**config.mk**
```make
export PLATFORM = sky130hd
export DESIGN_NAME = lowrate_mode_classifier
export DESIGN_NICKNAME = d
export VERILOG_FILES = /design/src/lowrate_pkg.sv /design/src/lowrate_mode_classifier.sv
export SDC_FILE = /design/constraint.sdc
export NUM_CORES = 1
export LEC_CHECK = 0
export ABC_AREA = 1
export BUFFER_PORTS_ARGS = -buffer_cell sky130_fd_sc_hd__buf_2
export CAP_MARGIN = 20
export CORE_MARGIN = 2
export CORE_UTILIZATION = 57
export DETAILED_ROUTE_END_ITERATION = 12
export GPL_ROUTABILITY_DRIVEN = 0
export HOLD_SLACK_MARGIN = 0.1
export PLACE_DENSITY = 0.85
export RECOVER_POWER = 100
export SETUP_SLACK_MARGIN = 0.05
export SLEW_MARGIN = 20
export SYNTH_ARGS = -nofsm -noshare
export SYNTH_HDL_FRONTEND = slang
export SYNTH_SLANG_ARGS = --single-unit
```
**constraint.sdc**
```tcl
create_clock -name mclk -period 3.6 [get_ports mclk]
set_input_delay 0 -clock mclk [delete_from_list [all_inputs] [get_ports mclk]]
set_output_delay 0 -clock mclk [all_outputs]
set_load 0.1 [all_outputs]
```
**src/lowrate_pkg.sv**
```systemverilog
// constants, types and the per-band peak and magnitude accumulator
// How it works
// SWB/FB at 13.2/16.4 picks Transient, Normal, Harmonic
// 8/16 kHz input skips sharpness, Transient or Normal
// two mode bits: transient flag, harmonic flag
// NB and WB non-transient frames always Normal
// SWB/FB low rates split Normal/Harmonic by sharpness
// 448 coefficients, fourteen 32-wide bands, indices 3-16
// sharpness is 32*peak/sum, zero for zero sum
// band peak is largest absolute coefficient
// low tally counts bands 3-7 sharper than 4.5
// high tally: bands 8-16, sharpness>3.6, peak>10
// tally hit raises harmonic, lowers non-harmonic counter
// counters start zero, saturate between 0 and 8
// harmonic if nonharm<5 with hit, or harm>=5
// layout: NB, WB, SWB shared by SWB and FB
// FB uses exactly the SWB band layout
// transient: four sub-transforms joined back to back
// counters kept across frames, decided once per frame
`timescale 1ns/1ps

package lowrate_pkg;
	localparam int COEF_W = 16;
	localparam int ABS_W = 16;
	localparam int SUM_W = 21;
	localparam int CMP_W = 26;
	localparam int BAND_LEN = 32;
	localparam int POS_W = 5;
	localparam logic [POS_W-1:0] POS_LAST = 5'h1f;
	localparam int BAND_W = 5;
	localparam logic [BAND_W-1:0] FIRST_BAND = 5'h03;
	localparam logic [BAND_W-1:0] LAST_LOW_BAND = 5'h07;
	localparam logic [BAND_W-1:0] LAST_BAND = 5'h10;
	// 32*peak/sum > 4.5  <=>  64*peak > 9*sum
	localparam logic [CMP_W-1:0] LOW_PEAK_MUL = 26'h0000040;
	localparam logic [CMP_W-1:0] LOW_SUM_MUL = 26'h0000009;
	// 32*peak/sum > 3.6  <=>  80*peak > 9*sum
	localparam logic [CMP_W-1:0] HIGH_PEAK_MUL = 26'h0000050;
	localparam logic [CMP_W-1:0] HIGH_SUM_MUL = 26'h0000009;
	localparam logic [ABS_W-1:0] HIGH_PEAK_MIN = 16'h000a;
	localparam int TALLY_W = 4;
	localparam logic [TALLY_W-1:0] TALLY_SUM_MIN = 4'ha;
	localparam logic [TALLY_W-1:0] HIGH_TALLY_MIN = 4'h5;
	localparam int PERSIST_W = 4;
	localparam logic [PERSIST_W-1:0] PERSIST_MAX = 4'h8;
	localparam logic [PERSIST_W-1:0] PERSIST_ZERO = 4'h0;
	localparam logic [PERSIST_W-1:0] PERSIST_HARM = 4'h5;
	localparam int IDX_W = 10;
	localparam int SUB_W = 8;
	localparam logic [IDX_W-1:0] SUB_LEN_NB = 10'h028;
	localparam logic [IDX_W-1:0] SUB_LEN_WB = 10'h050;
	localparam logic [IDX_W-1:0] SUB_LEN_SWB = 10'h0a0;

	typedef enum logic [1:0] {
		bw_nb = 2'h0,
		bw_wb = 2'h1,
		bw_swb = 2'h2,
		bw_fb = 2'h3
	} bandwidth_type;

	typedef enum logic [1:0] {
		rate_7k2 = 2'h0,
		rate_8k = 2'h1,
		rate_13k2 = 2'h2,
		rate_16k4 = 2'h3
	} rate_type;

	typedef enum logic [1:0] {
		layout_nb = 2'h0,
		layout_wb = 2'h1,
		layout_swb = 2'h2
	} layout_type;
endpackage

module band_peak_accum (
	// clock and reset
	input wire logic mclk,
	input wire logic reset,
	// restart at the head of a frame
	input wire logic clear,
	// coefficient stream
	input wire logic coef_valid,
	input wire logic signed [lowrate_pkg::COEF_W-1:0] coef_data,
	// one band finished
	output logic band_done,
	output logic [lowrate_pkg::ABS_W-1:0] band_peak,
	output logic [lowrate_pkg::SUM_W-1:0] band_sum
);
	logic [lowrate_pkg::POS_W-1:0] pos_reg;
	logic [lowrate_pkg::ABS_W-1:0] peak_reg;
	logic [lowrate_pkg::SUM_W-1:0] sum_reg;
	wire [lowrate_pkg::ABS_W-1:0] mag;
	wire [lowrate_pkg::ABS_W-1:0] peak_next;
	wire [lowrate_pkg::SUM_W-1:0] sum_next;
	wire last_of_band;

	// unsigned view keeps the most negative value as its true magnitude
	assign mag = coef_data[lowrate_pkg::COEF_W-1] ?
		lowrate_pkg::ABS_W'(-coef_data) : lowrate_pkg::ABS_W'(coef_data);
	assign peak_next = (mag > peak_reg) ? mag : peak_reg;
	assign sum_next = sum_reg + lowrate_pkg::SUM_W'(mag);
	assign last_of_band = coef_valid && (pos_reg == lowrate_pkg::POS_LAST);

	always_ff @(posedge mclk) begin
		if (reset || clear) begin
			pos_reg <= '0;
			peak_reg <= '0;
			sum_reg <= '0;
		end else if (coef_valid) begin
			pos_reg <= pos_reg + 1'b1;
			peak_reg <= last_of_band ? '0 : peak_next;
			sum_reg <= last_of_band ? '0 : sum_next;
		end
	end

	always_ff @(posedge mclk) begin
		if (reset || clear) begin
			band_done <= 1'b0;
			band_peak <= '0;
			band_sum <= '0;
		end else begin
			band_done <= last_of_band;
			if (last_of_band) begin
				band_peak <= peak_next;
				band_sum <= sum_next;
			end
		end
	end
endmodule

```
**src/lowrate_mode_classifier.sv**
```systemverilog
// frame mode decision, sharpness tallies and band layout selection
`timescale 1ns/1ps

module lowrate_mode_classifier (
	// clock and reset
	input wire logic mclk,
	input wire logic reset,
	// frame settings, taken with frame_start
	input wire logic frame_start,
	input wire logic [1:0] frame_bandwidth,
	input wire logic [1:0] frame_rate,
	input wire logic frame_transient,
	// classifier coefficients, bands 3 to 16 in order
	input wire logic coef_valid,
	input wire logic signed [lowrate_pkg::COEF_W-1:0] coef_data,
	// sub-transform coefficient position
	input wire logic sub_valid,
	input wire logic [1:0] sub_index,
	input wire logic [lowrate_pkg::SUB_W-1:0] sub_coef_index,
	// mode decision
	output logic mode_valid,
	output logic mode_transient,
	output logic mode_harmonic,
	output logic [1:0] layout_sel,
	output logic classify_busy,
	// persistence state
	output logic [lowrate_pkg::PERSIST_W-1:0] harmonic_persist_ctr,
	output logic [lowrate_pkg::PERSIST_W-1:0] nonharmonic_persist_ctr,
	// grouped coefficient position
	output logic concat_valid,
	output logic [lowrate_pkg::IDX_W-1:0] concat_index
);
	typedef enum logic [2:0] {
		st_idle = 3'b001,
		st_collect = 3'b010,
		st_decide = 3'b100
	} state_type;

	state_type state_reg;
	state_type state_next;

	logic [1:0] bw_reg;
	logic [1:0] rate_reg;
	logic transient_reg;
	logic [lowrate_pkg::BAND_W-1:0] band_reg;
	logic [lowrate_pkg::TALLY_W-1:0] low_tally_reg;
	logic [lowrate_pkg::TALLY_W-1:0] high_tally_reg;
	logic [lowrate_pkg::PERSIST_W-1:0] harm_ctr_reg;
	logic [lowrate_pkg::PERSIST_W-1:0] nonharm_ctr_reg;
	logic [lowrate_pkg::PERSIST_W-1:0] harm_ctr_next;
	logic [lowrate_pkg::PERSIST_W-1:0] nonharm_ctr_next;
	logic bypass_reg;

	wire band_done;
	wire [lowrate_pkg::ABS_W-1:0] band_peak;
	wire [lowrate_pkg::SUM_W-1:0] band_sum;

	// layout family for a bandwidth code; FB folds onto SWB
	function automatic logic [1:0] layout_of(input logic [1:0] bw);
		logic [1:0] sel;
		sel = lowrate_pkg::layout_swb;
		if (bw == lowrate_pkg::bw_nb) begin
			sel = lowrate_pkg::layout_nb;
		end else if (bw == lowrate_pkg::bw_wb) begin
			sel = lowrate_pkg::layout_wb;
		end
		return sel;
	endfunction

	// true when a frame may go through the sharpness split
	function automatic logic split_allowed(input logic [1:0] bw,
		input logic [1:0] rate);
		logic hi_bw;
		logic hi_rate;
		hi_bw = (bw == lowrate_pkg::bw_swb) || (bw == lowrate_pkg::bw_fb);
		hi_rate = (rate == lowrate_pkg::rate_13k2) ||
			(rate == lowrate_pkg::rate_16k4);
		return hi_bw && hi_rate;
	endfunction

	band_peak_accum accum (
		.mclk(mclk),
		.reset(reset),
		.clear(frame_start),
		.coef_valid(coef_valid && (state_reg == st_collect)),
		.coef_data(coef_data),
		.band_done(band_done),
		.band_peak(band_peak),
		.band_sum(band_sum)
	);

	// sharpness compare done on cross-multiplied integers, no divider
	wire [lowrate_pkg::CMP_W-1:0] peak_wide;
	wire [lowrate_pkg::CMP_W-1:0] sum_wide;
	wire sum_nonzero;
	wire low_sharp;
	wire high_sharp;
	wire in_low_range;
	wire in_high_range;
	wire last_band;

	assign peak_wide = lowrate_pkg::CMP_W'(band_peak);
	assign sum_wide = lowrate_pkg::CMP_W'(band_sum);
	assign sum_nonzero = (band_sum != '0);
	assign low_sharp = sum_nonzero &&
		(lowrate_pkg::CMP_W'(peak_wide * lowrate_pkg::LOW_PEAK_MUL) >
		lowrate_pkg::CMP_W'(sum_wide * lowrate_pkg::LOW_SUM_MUL));
	assign high_sharp = sum_nonzero &&
		(lowrate_pkg::CMP_W'(peak_wide * lowrate_pkg::HIGH_PEAK_MUL) >
		lowrate_pkg::CMP_W'(sum_wide * lowrate_pkg::HIGH_SUM_MUL));
	assign in_low_range = (band_reg <= lowrate_pkg::LAST_LOW_BAND);
	assign in_high_range = !in_low_range;
	assign last_band = (band_reg == lowrate_pkg::LAST_BAND);

	// persistence update from the finished tallies
	wire [lowrate_pkg::TALLY_W-1:0] tally_sum;
	wire tally_hit;
	wire harm_full;
	wire harm_empty;
	wire nonharm_full;
	wire nonharm_empty;
	wire frame_harmonic;

	assign tally_sum = low_tally_reg + high_tally_reg;
	assign tally_hit = (tally_sum >= lowrate_pkg::TALLY_SUM_MIN) &&
		(high_tally_reg > lowrate_pkg::HIGH_TALLY_MIN);
	assign harm_full = (harm_ctr_reg == lowrate_pkg::PERSIST_MAX);
	assign harm_empty = (harm_ctr_reg == lowrate_pkg::PERSIST_ZERO);
	assign nonharm_full = (nonharm_ctr_reg == lowrate_pkg::PERSIST_MAX);
	assign nonharm_empty = (nonharm_ctr_reg == lowrate_pkg::PERSIST_ZERO);

	always_comb begin
		harm_ctr_next = harm_ctr_reg;
		nonharm_ctr_next = nonharm_ctr_reg;
		if (tally_hit) begin
			if (!harm_full) begin
				harm_ctr_next = harm_ctr_reg + 1'b1;
			end
			if (!nonharm_empty) begin
				nonharm_ctr_next = nonharm_ctr_reg - 1'b1;
			end
		end else begin
			if (!harm_empty) begin
				harm_ctr_next = harm_ctr_reg - 1'b1;
			end
			if (!nonharm_full) begin
				nonharm_ctr_next = nonharm_ctr_reg + 1'b1;
			end
		end
	end

	// decision reads the counters as updated by this frame
	assign frame_harmonic =
		((nonharm_ctr_next < lowrate_pkg::PERSIST_HARM) && tally_hit) ||
		(harm_ctr_next >= lowrate_pkg::PERSIST_HARM);

	always_comb begin
		state_next = state_reg;
		unique case (state_reg)
			st_idle: begin
				if (frame_start && !frame_transient &&
					split_allowed(frame_bandwidth, frame_rate)) begin
					state_next = st_collect;
				end
			end
			st_collect: begin
				if (frame_start) begin
					state_next = st_idle;
				end else if (band_done && last_band) begin
					state_next = st_decide;
				end
			end
			st_decide: begin
				state_next = st_idle;
			end
			default: begin
				state_next = st_idle;
			end
		endcase
	end

	always_ff @(posedge mclk) begin
		if (reset) begin
			state_reg <= st_idle;
		end else begin
			state_reg <= state_next;
		end
	end

	always_ff @(posedge mclk) begin
		if (reset) begin
			bw_reg <= lowrate_pkg::bw_nb;
			rate_reg <= lowrate_pkg::rate_7k2;
			transient_reg <= 1'b0;
			bypass_reg <= 1'b0;
		end else begin
			bypass_reg <= frame_start && (frame_transient ||
				!split_allowed(frame_bandwidth, frame_rate));
			if (frame_start) begin
				bw_reg <= frame_bandwidth;
				rate_reg <= frame_rate;
				transient_reg <= frame_transient;
			end
		end
	end

	always_ff @(posedge mclk) begin
		if (reset || frame_start) begin
			band_reg <= lowrate_pkg::FIRST_BAND;
			low_tally_reg <= '0;
			high_tally_reg <= '0;
		end else if (band_done && state_reg == st_collect) begin
			band_reg <= band_reg + 1'b1;
			if (in_low_range && low_sharp) begin
				low_tally_reg <= low_tally_reg + 1'b1;
			end
			if (in_high_range && high_sharp &&
				band_peak > lowrate_pkg::HIGH_PEAK_MIN) begin
				high_tally_reg <= high_tally_reg + 1'b1;
			end
		end
	end

	// counters survive frames; only reset clears them
	always_ff @(posedge mclk) begin
		if (reset) begin
			harm_ctr_reg <= lowrate_pkg::PERSIST_ZERO;
			nonharm_ctr_reg <= lowrate_pkg::PERSIST_ZERO;
		end else if (state_reg == st_decide) begin
			harm_ctr_reg <= harm_ctr_next;
			nonharm_ctr_reg <= nonharm_ctr_next;
		end
	end

	always_ff @(posedge mclk) begin
		if (reset) begin
			mode_valid <= 1'b0;
			mode_transient <= 1'b0;
			mode_harmonic <= 1'b0;
			layout_sel <= lowrate_pkg::layout_nb;
		end else begin
			mode_valid <= bypass_reg || (state_reg == st_decide);
			if (bypass_reg) begin
				mode_transient <= transient_reg;
				mode_harmonic <= 1'b0;
				layout_sel <= layout_of(bw_reg);
			end else if (state_reg == st_decide) begin
				mode_transient <= 1'b0;
				mode_harmonic <= frame_harmonic;
				layout_sel <= layout_of(bw_reg);
			end
		end
	end

	assign classify_busy = (state_reg != st_idle);
	assign harmonic_persist_ctr = harm_ctr_reg;
	assign nonharmonic_persist_ctr = nonharm_ctr_reg;

	// transient frames lay the four short spectra end to end
	wire [lowrate_pkg::IDX_W-1:0] sub_len;
	wire [lowrate_pkg::IDX_W-1:0] sub_base;
	wire [lowrate_pkg::IDX_W-1:0] joined_index;

	assign sub_len = (layout_of(bw_reg) == lowrate_pkg::layout_nb) ?
		lowrate_pkg::SUB_LEN_NB :
		(layout_of(bw_reg) == lowrate_pkg::layout_wb) ?
		lowrate_pkg::SUB_LEN_WB : lowrate_pkg::SUB_LEN_SWB;
	assign sub_base = lowrate_pkg::IDX_W'(sub_len *
		lowrate_pkg::IDX_W'(sub_index));
	assign joined_index = transient_reg ?
		lowrate_pkg::IDX_W'(sub_base +
		lowrate_pkg::IDX_W'(sub_coef_index)) :
		lowrate_pkg::IDX_W'(sub_coef_index);

	always_ff @(posedge mclk) begin
		if (reset) begin
			concat_valid <= 1'b0;
			concat_index <= '0;
		end else begin
			concat_valid <= sub_valid;
			if (sub_valid) begin
				concat_index <= joined_index;
			end
		end
	end
endmodule

```
==> results.tsv <==
metric	value	unit
Residual DRC	0	
slew margin rel.	0.294	
RSZ-0062 raised after global routing	true	
CP most frequent cell	nand2_1	
Worst Path Buf+Inv	3	
PwrDens	287	mW/mm^2
IO Port Bufs	59	
critical path fanouts, max	6	
#FFs+latches synth	124	
Via density	5.59	
Crit path required time	3.94	ns
die width	139	um
ys async rst share	0	
period utilization	1.05	
maximum VDD drop	0.347	mV
DRT antenna net count	0	
Syn-to-layout area delta	18.7	%
Worst-Margin Slew	1.05	ns
register area share after synthesis	0.239	
die area	0.0193	mm^2
via count	10400	
global-route wire length before repair	46000	um
initial antenna violation count	0	
failing checks	setup timing	
Crit-path slowest cell	dfxtp_2	
Fmax	264	MHz
Worst-path clk slew	0.06	ns
largest net degree at the start of global routing	55	
final hold vios	0	
RR Endpoint	high_tally_reg[0]	
multi-input logic area	0.00720	mm^2
Worst setup EP type	register	
startpoint type of the worst setup path	register	
status	finished, violations left	
Arr. time, crit path	4.12	ns
CTS Root Cell	clkbuf_16	
Cell Rows	49	
Top-Level Pins	61	
Initial Utilization	0.580	
HP Start	coef_data[3]	
CP max stage delay	0.33	ns
Post-DP HPWL	19700	um
area leader, netlist	dfxtp_1	
Remaining Overflow, GRT	0	
Netlist cell types	49	
Pleak	6.29	nW
drt wl/cell	14.9	um
Post-synth top flop	dfxtp_1	
chip height	139	um
Net Count, Synth	1695	
syn avg cell area	6.90	um^2
Num CTS Buffers	17	
Ant. Diodes	0	
core area	0.0179	mm^2
min Tclk post-route	3.78	ns
CTS tree	done	
fillers	1389	
# clock sinks	124	
cell family with the largest share of critical-path delay	simple AND/OR/NAND/NOR gates	
Critical Path Start	accum.band_peak[1]	
Finished Cell Area	0.0123	mm^2
Power, Total	3.53	mW
Pre-Repair DR Iteration Count	5	
Post-Route WL	27800	um
Final nets	1817	
share of post-route cells with drive strength above 1	0.155	
placed standard-cell area	0.0112	mm^2
hold path cells	6	
clock skew	0.00875	ns
synth top area cells	dfxtp_1, ha_1, nand2_1	
hold endpoint	accum.peak_reg[3]	
Synth Warn #	0	
fin. max-slew vios	0	
Cells after Synth	1504	
Reg area	0.00249	mm^2
vias in the first global route	10300	
worst reg2reg path depth	30	
r2r setup slk	-0.18	ns
RR Startpoint	accum.band_peak[1]	
Setup WS post-layout	-0.185	ns
MaxCap Viol Count	0	
cell area after synthesis	0.0104	mm^2
buffer depth of the longest clock path	2	
starting DRC count in detailed routing	675	
dpl ws	-0.243	ns
Post-synth EDFFs	0	
Clk Latency, worst-skew pair	0.44	ns
min-delay worst type	in -> reg	
top-area cell type share of the netlist area	0.239	
htree depth	4	
kind of critical path	reg -> reg	
All-Layer GR Usage	0.285	
final setup vio count	4	
per-layer routing:
layer / GRT usage / up-vias / share of wire
li1: - / 5190 / -
met5: 0 / - / 0
met1: 0.334 / 4795 / 0.42
met3: 0.0680 / 93 / 0.062
met2: 0.496 / 364 / 0.48
met4: 0.125 / 0 / 0.038
per-stage QoR:
stage	hold slack, ns	util	std cells	setup TNS [ns]
2_1_floorplan	0.130	-	1504	0
3_3_place_gp	0.227	0.627	1804	-0.436
3_5_place_dp	0.250	0.627	1804	-0.965
4_1_cts	0.151	0.674	1863	-0.636
5_1_grt	0.170	0.688	1867	-1.99
6_report	0.110	0.688	1867	-0.682
power breakdown:
part	switching [mW]	internal (mW)
logic	0.391	0.176
clock network	0.659	0.903
registers	0.0125	1.39
cells in the final DEF (no fill, tap or decap), types with 9 or more instances in the layout:
| cell type | n |
|---|---|
| xor2_1 | 42 |
| o21ai_1 | 10 |
| o21bai_1 | 20 |
| nor2_1 | 100 |
| buf_2 | 58 |
| ha_4 | 10 |
| nor4_1 | 10 |
| inv_1 | 218 |
| nand2_1 | 333 |
| o21ai_0 | 89 |
| clkbuf_16 | 17 |
| nor3_1 | 11 |
| buf_4 | 52 |
| nand3_1 | 48 |
| dlygate4sd3_1 | 24 |
| ha_1 | 129 |
| nand2_2 | 23 |
| a21oi_1 | 128 |
| inv_2 | 9 |
| o211ai_1 | 12 |
| a31oi_1 | 10 |
| xnor2_1 | 21 |
| dfxtp_1 | 117 |
| nand4_1 | 22 |
Yosys cell counts (6+ instances only):
cell / n
nand2_1: 340
o21ai_0: 97
a31oi_1: 12
inv_2: 6
nand2_2: 16
dfxtp_1: 124
fa_1: 9
nand3_1: 48
nor4_1: 12
nor2_1: 102
nand4_1: 22
o21ai_1: 9
xnor2_1: 24
o21bai_1: 20
inv_1: 221
clkbuf_1: 30
xor2_1: 43
o211ai_1: 12
a21oi_1: 132
nor3_1: 15
ha_1: 146
a21o_1: 6
cell families after synthesis:
group	Yosys count	share of synthesized area
adder cells (fa/ha/maj)	155	0.193
XOR/XNOR	67	0.0565
AND/OR/NAND/NOR	583	0.245
flip-flops	124	0.239
AO/OA/AOI/OAI	312	0.171
buffers and inverters	263	0.0954
cell type report:
type,instances,area share
Clock buffer,20,0.0371
Sequential cell,124,0.202
Timing Repair Buffer,136,0.0767
Inverter,230,0.0701
Tap cell,229,0.0233
Multi-Input combinational cell,1117,0.585
Clock inverter,11,0.00579
worst max-delay path by stage:
stage | endpoint | slack (ns) | cells after the start
after global routing | high_tally_reg[1] | -0.52 | 29
final | high_tally_reg[0] | -0.18 | 30
after global placement | high_tally_reg[1] | -0.11 | 30
after CTS | high_tally_reg[1] | -0.17 | 29
after floorplan | high_tally_reg[1] | 0.04 | 30
after detailed placement | high_tally_reg[2] | -0.24 | 30
repair_timing:
item	in CTS	in global routing
buffers inserted	4	4
hold endpoints to repair	29	0
gates resized for setup	11	50
setup endpoints to repair	4	48
pin swaps	12	20
hold buffers	24	0
tightest hold or removal path, stage by stage:
cell,delay [ns]
buf_2,0.11
xor2_1,0.11
nand2_1,0.09
o21ai_2,0.08
nand2_1,0.06
a21oi_1,0.05
No activity file was read; power rests on OpenSTA's default activity.
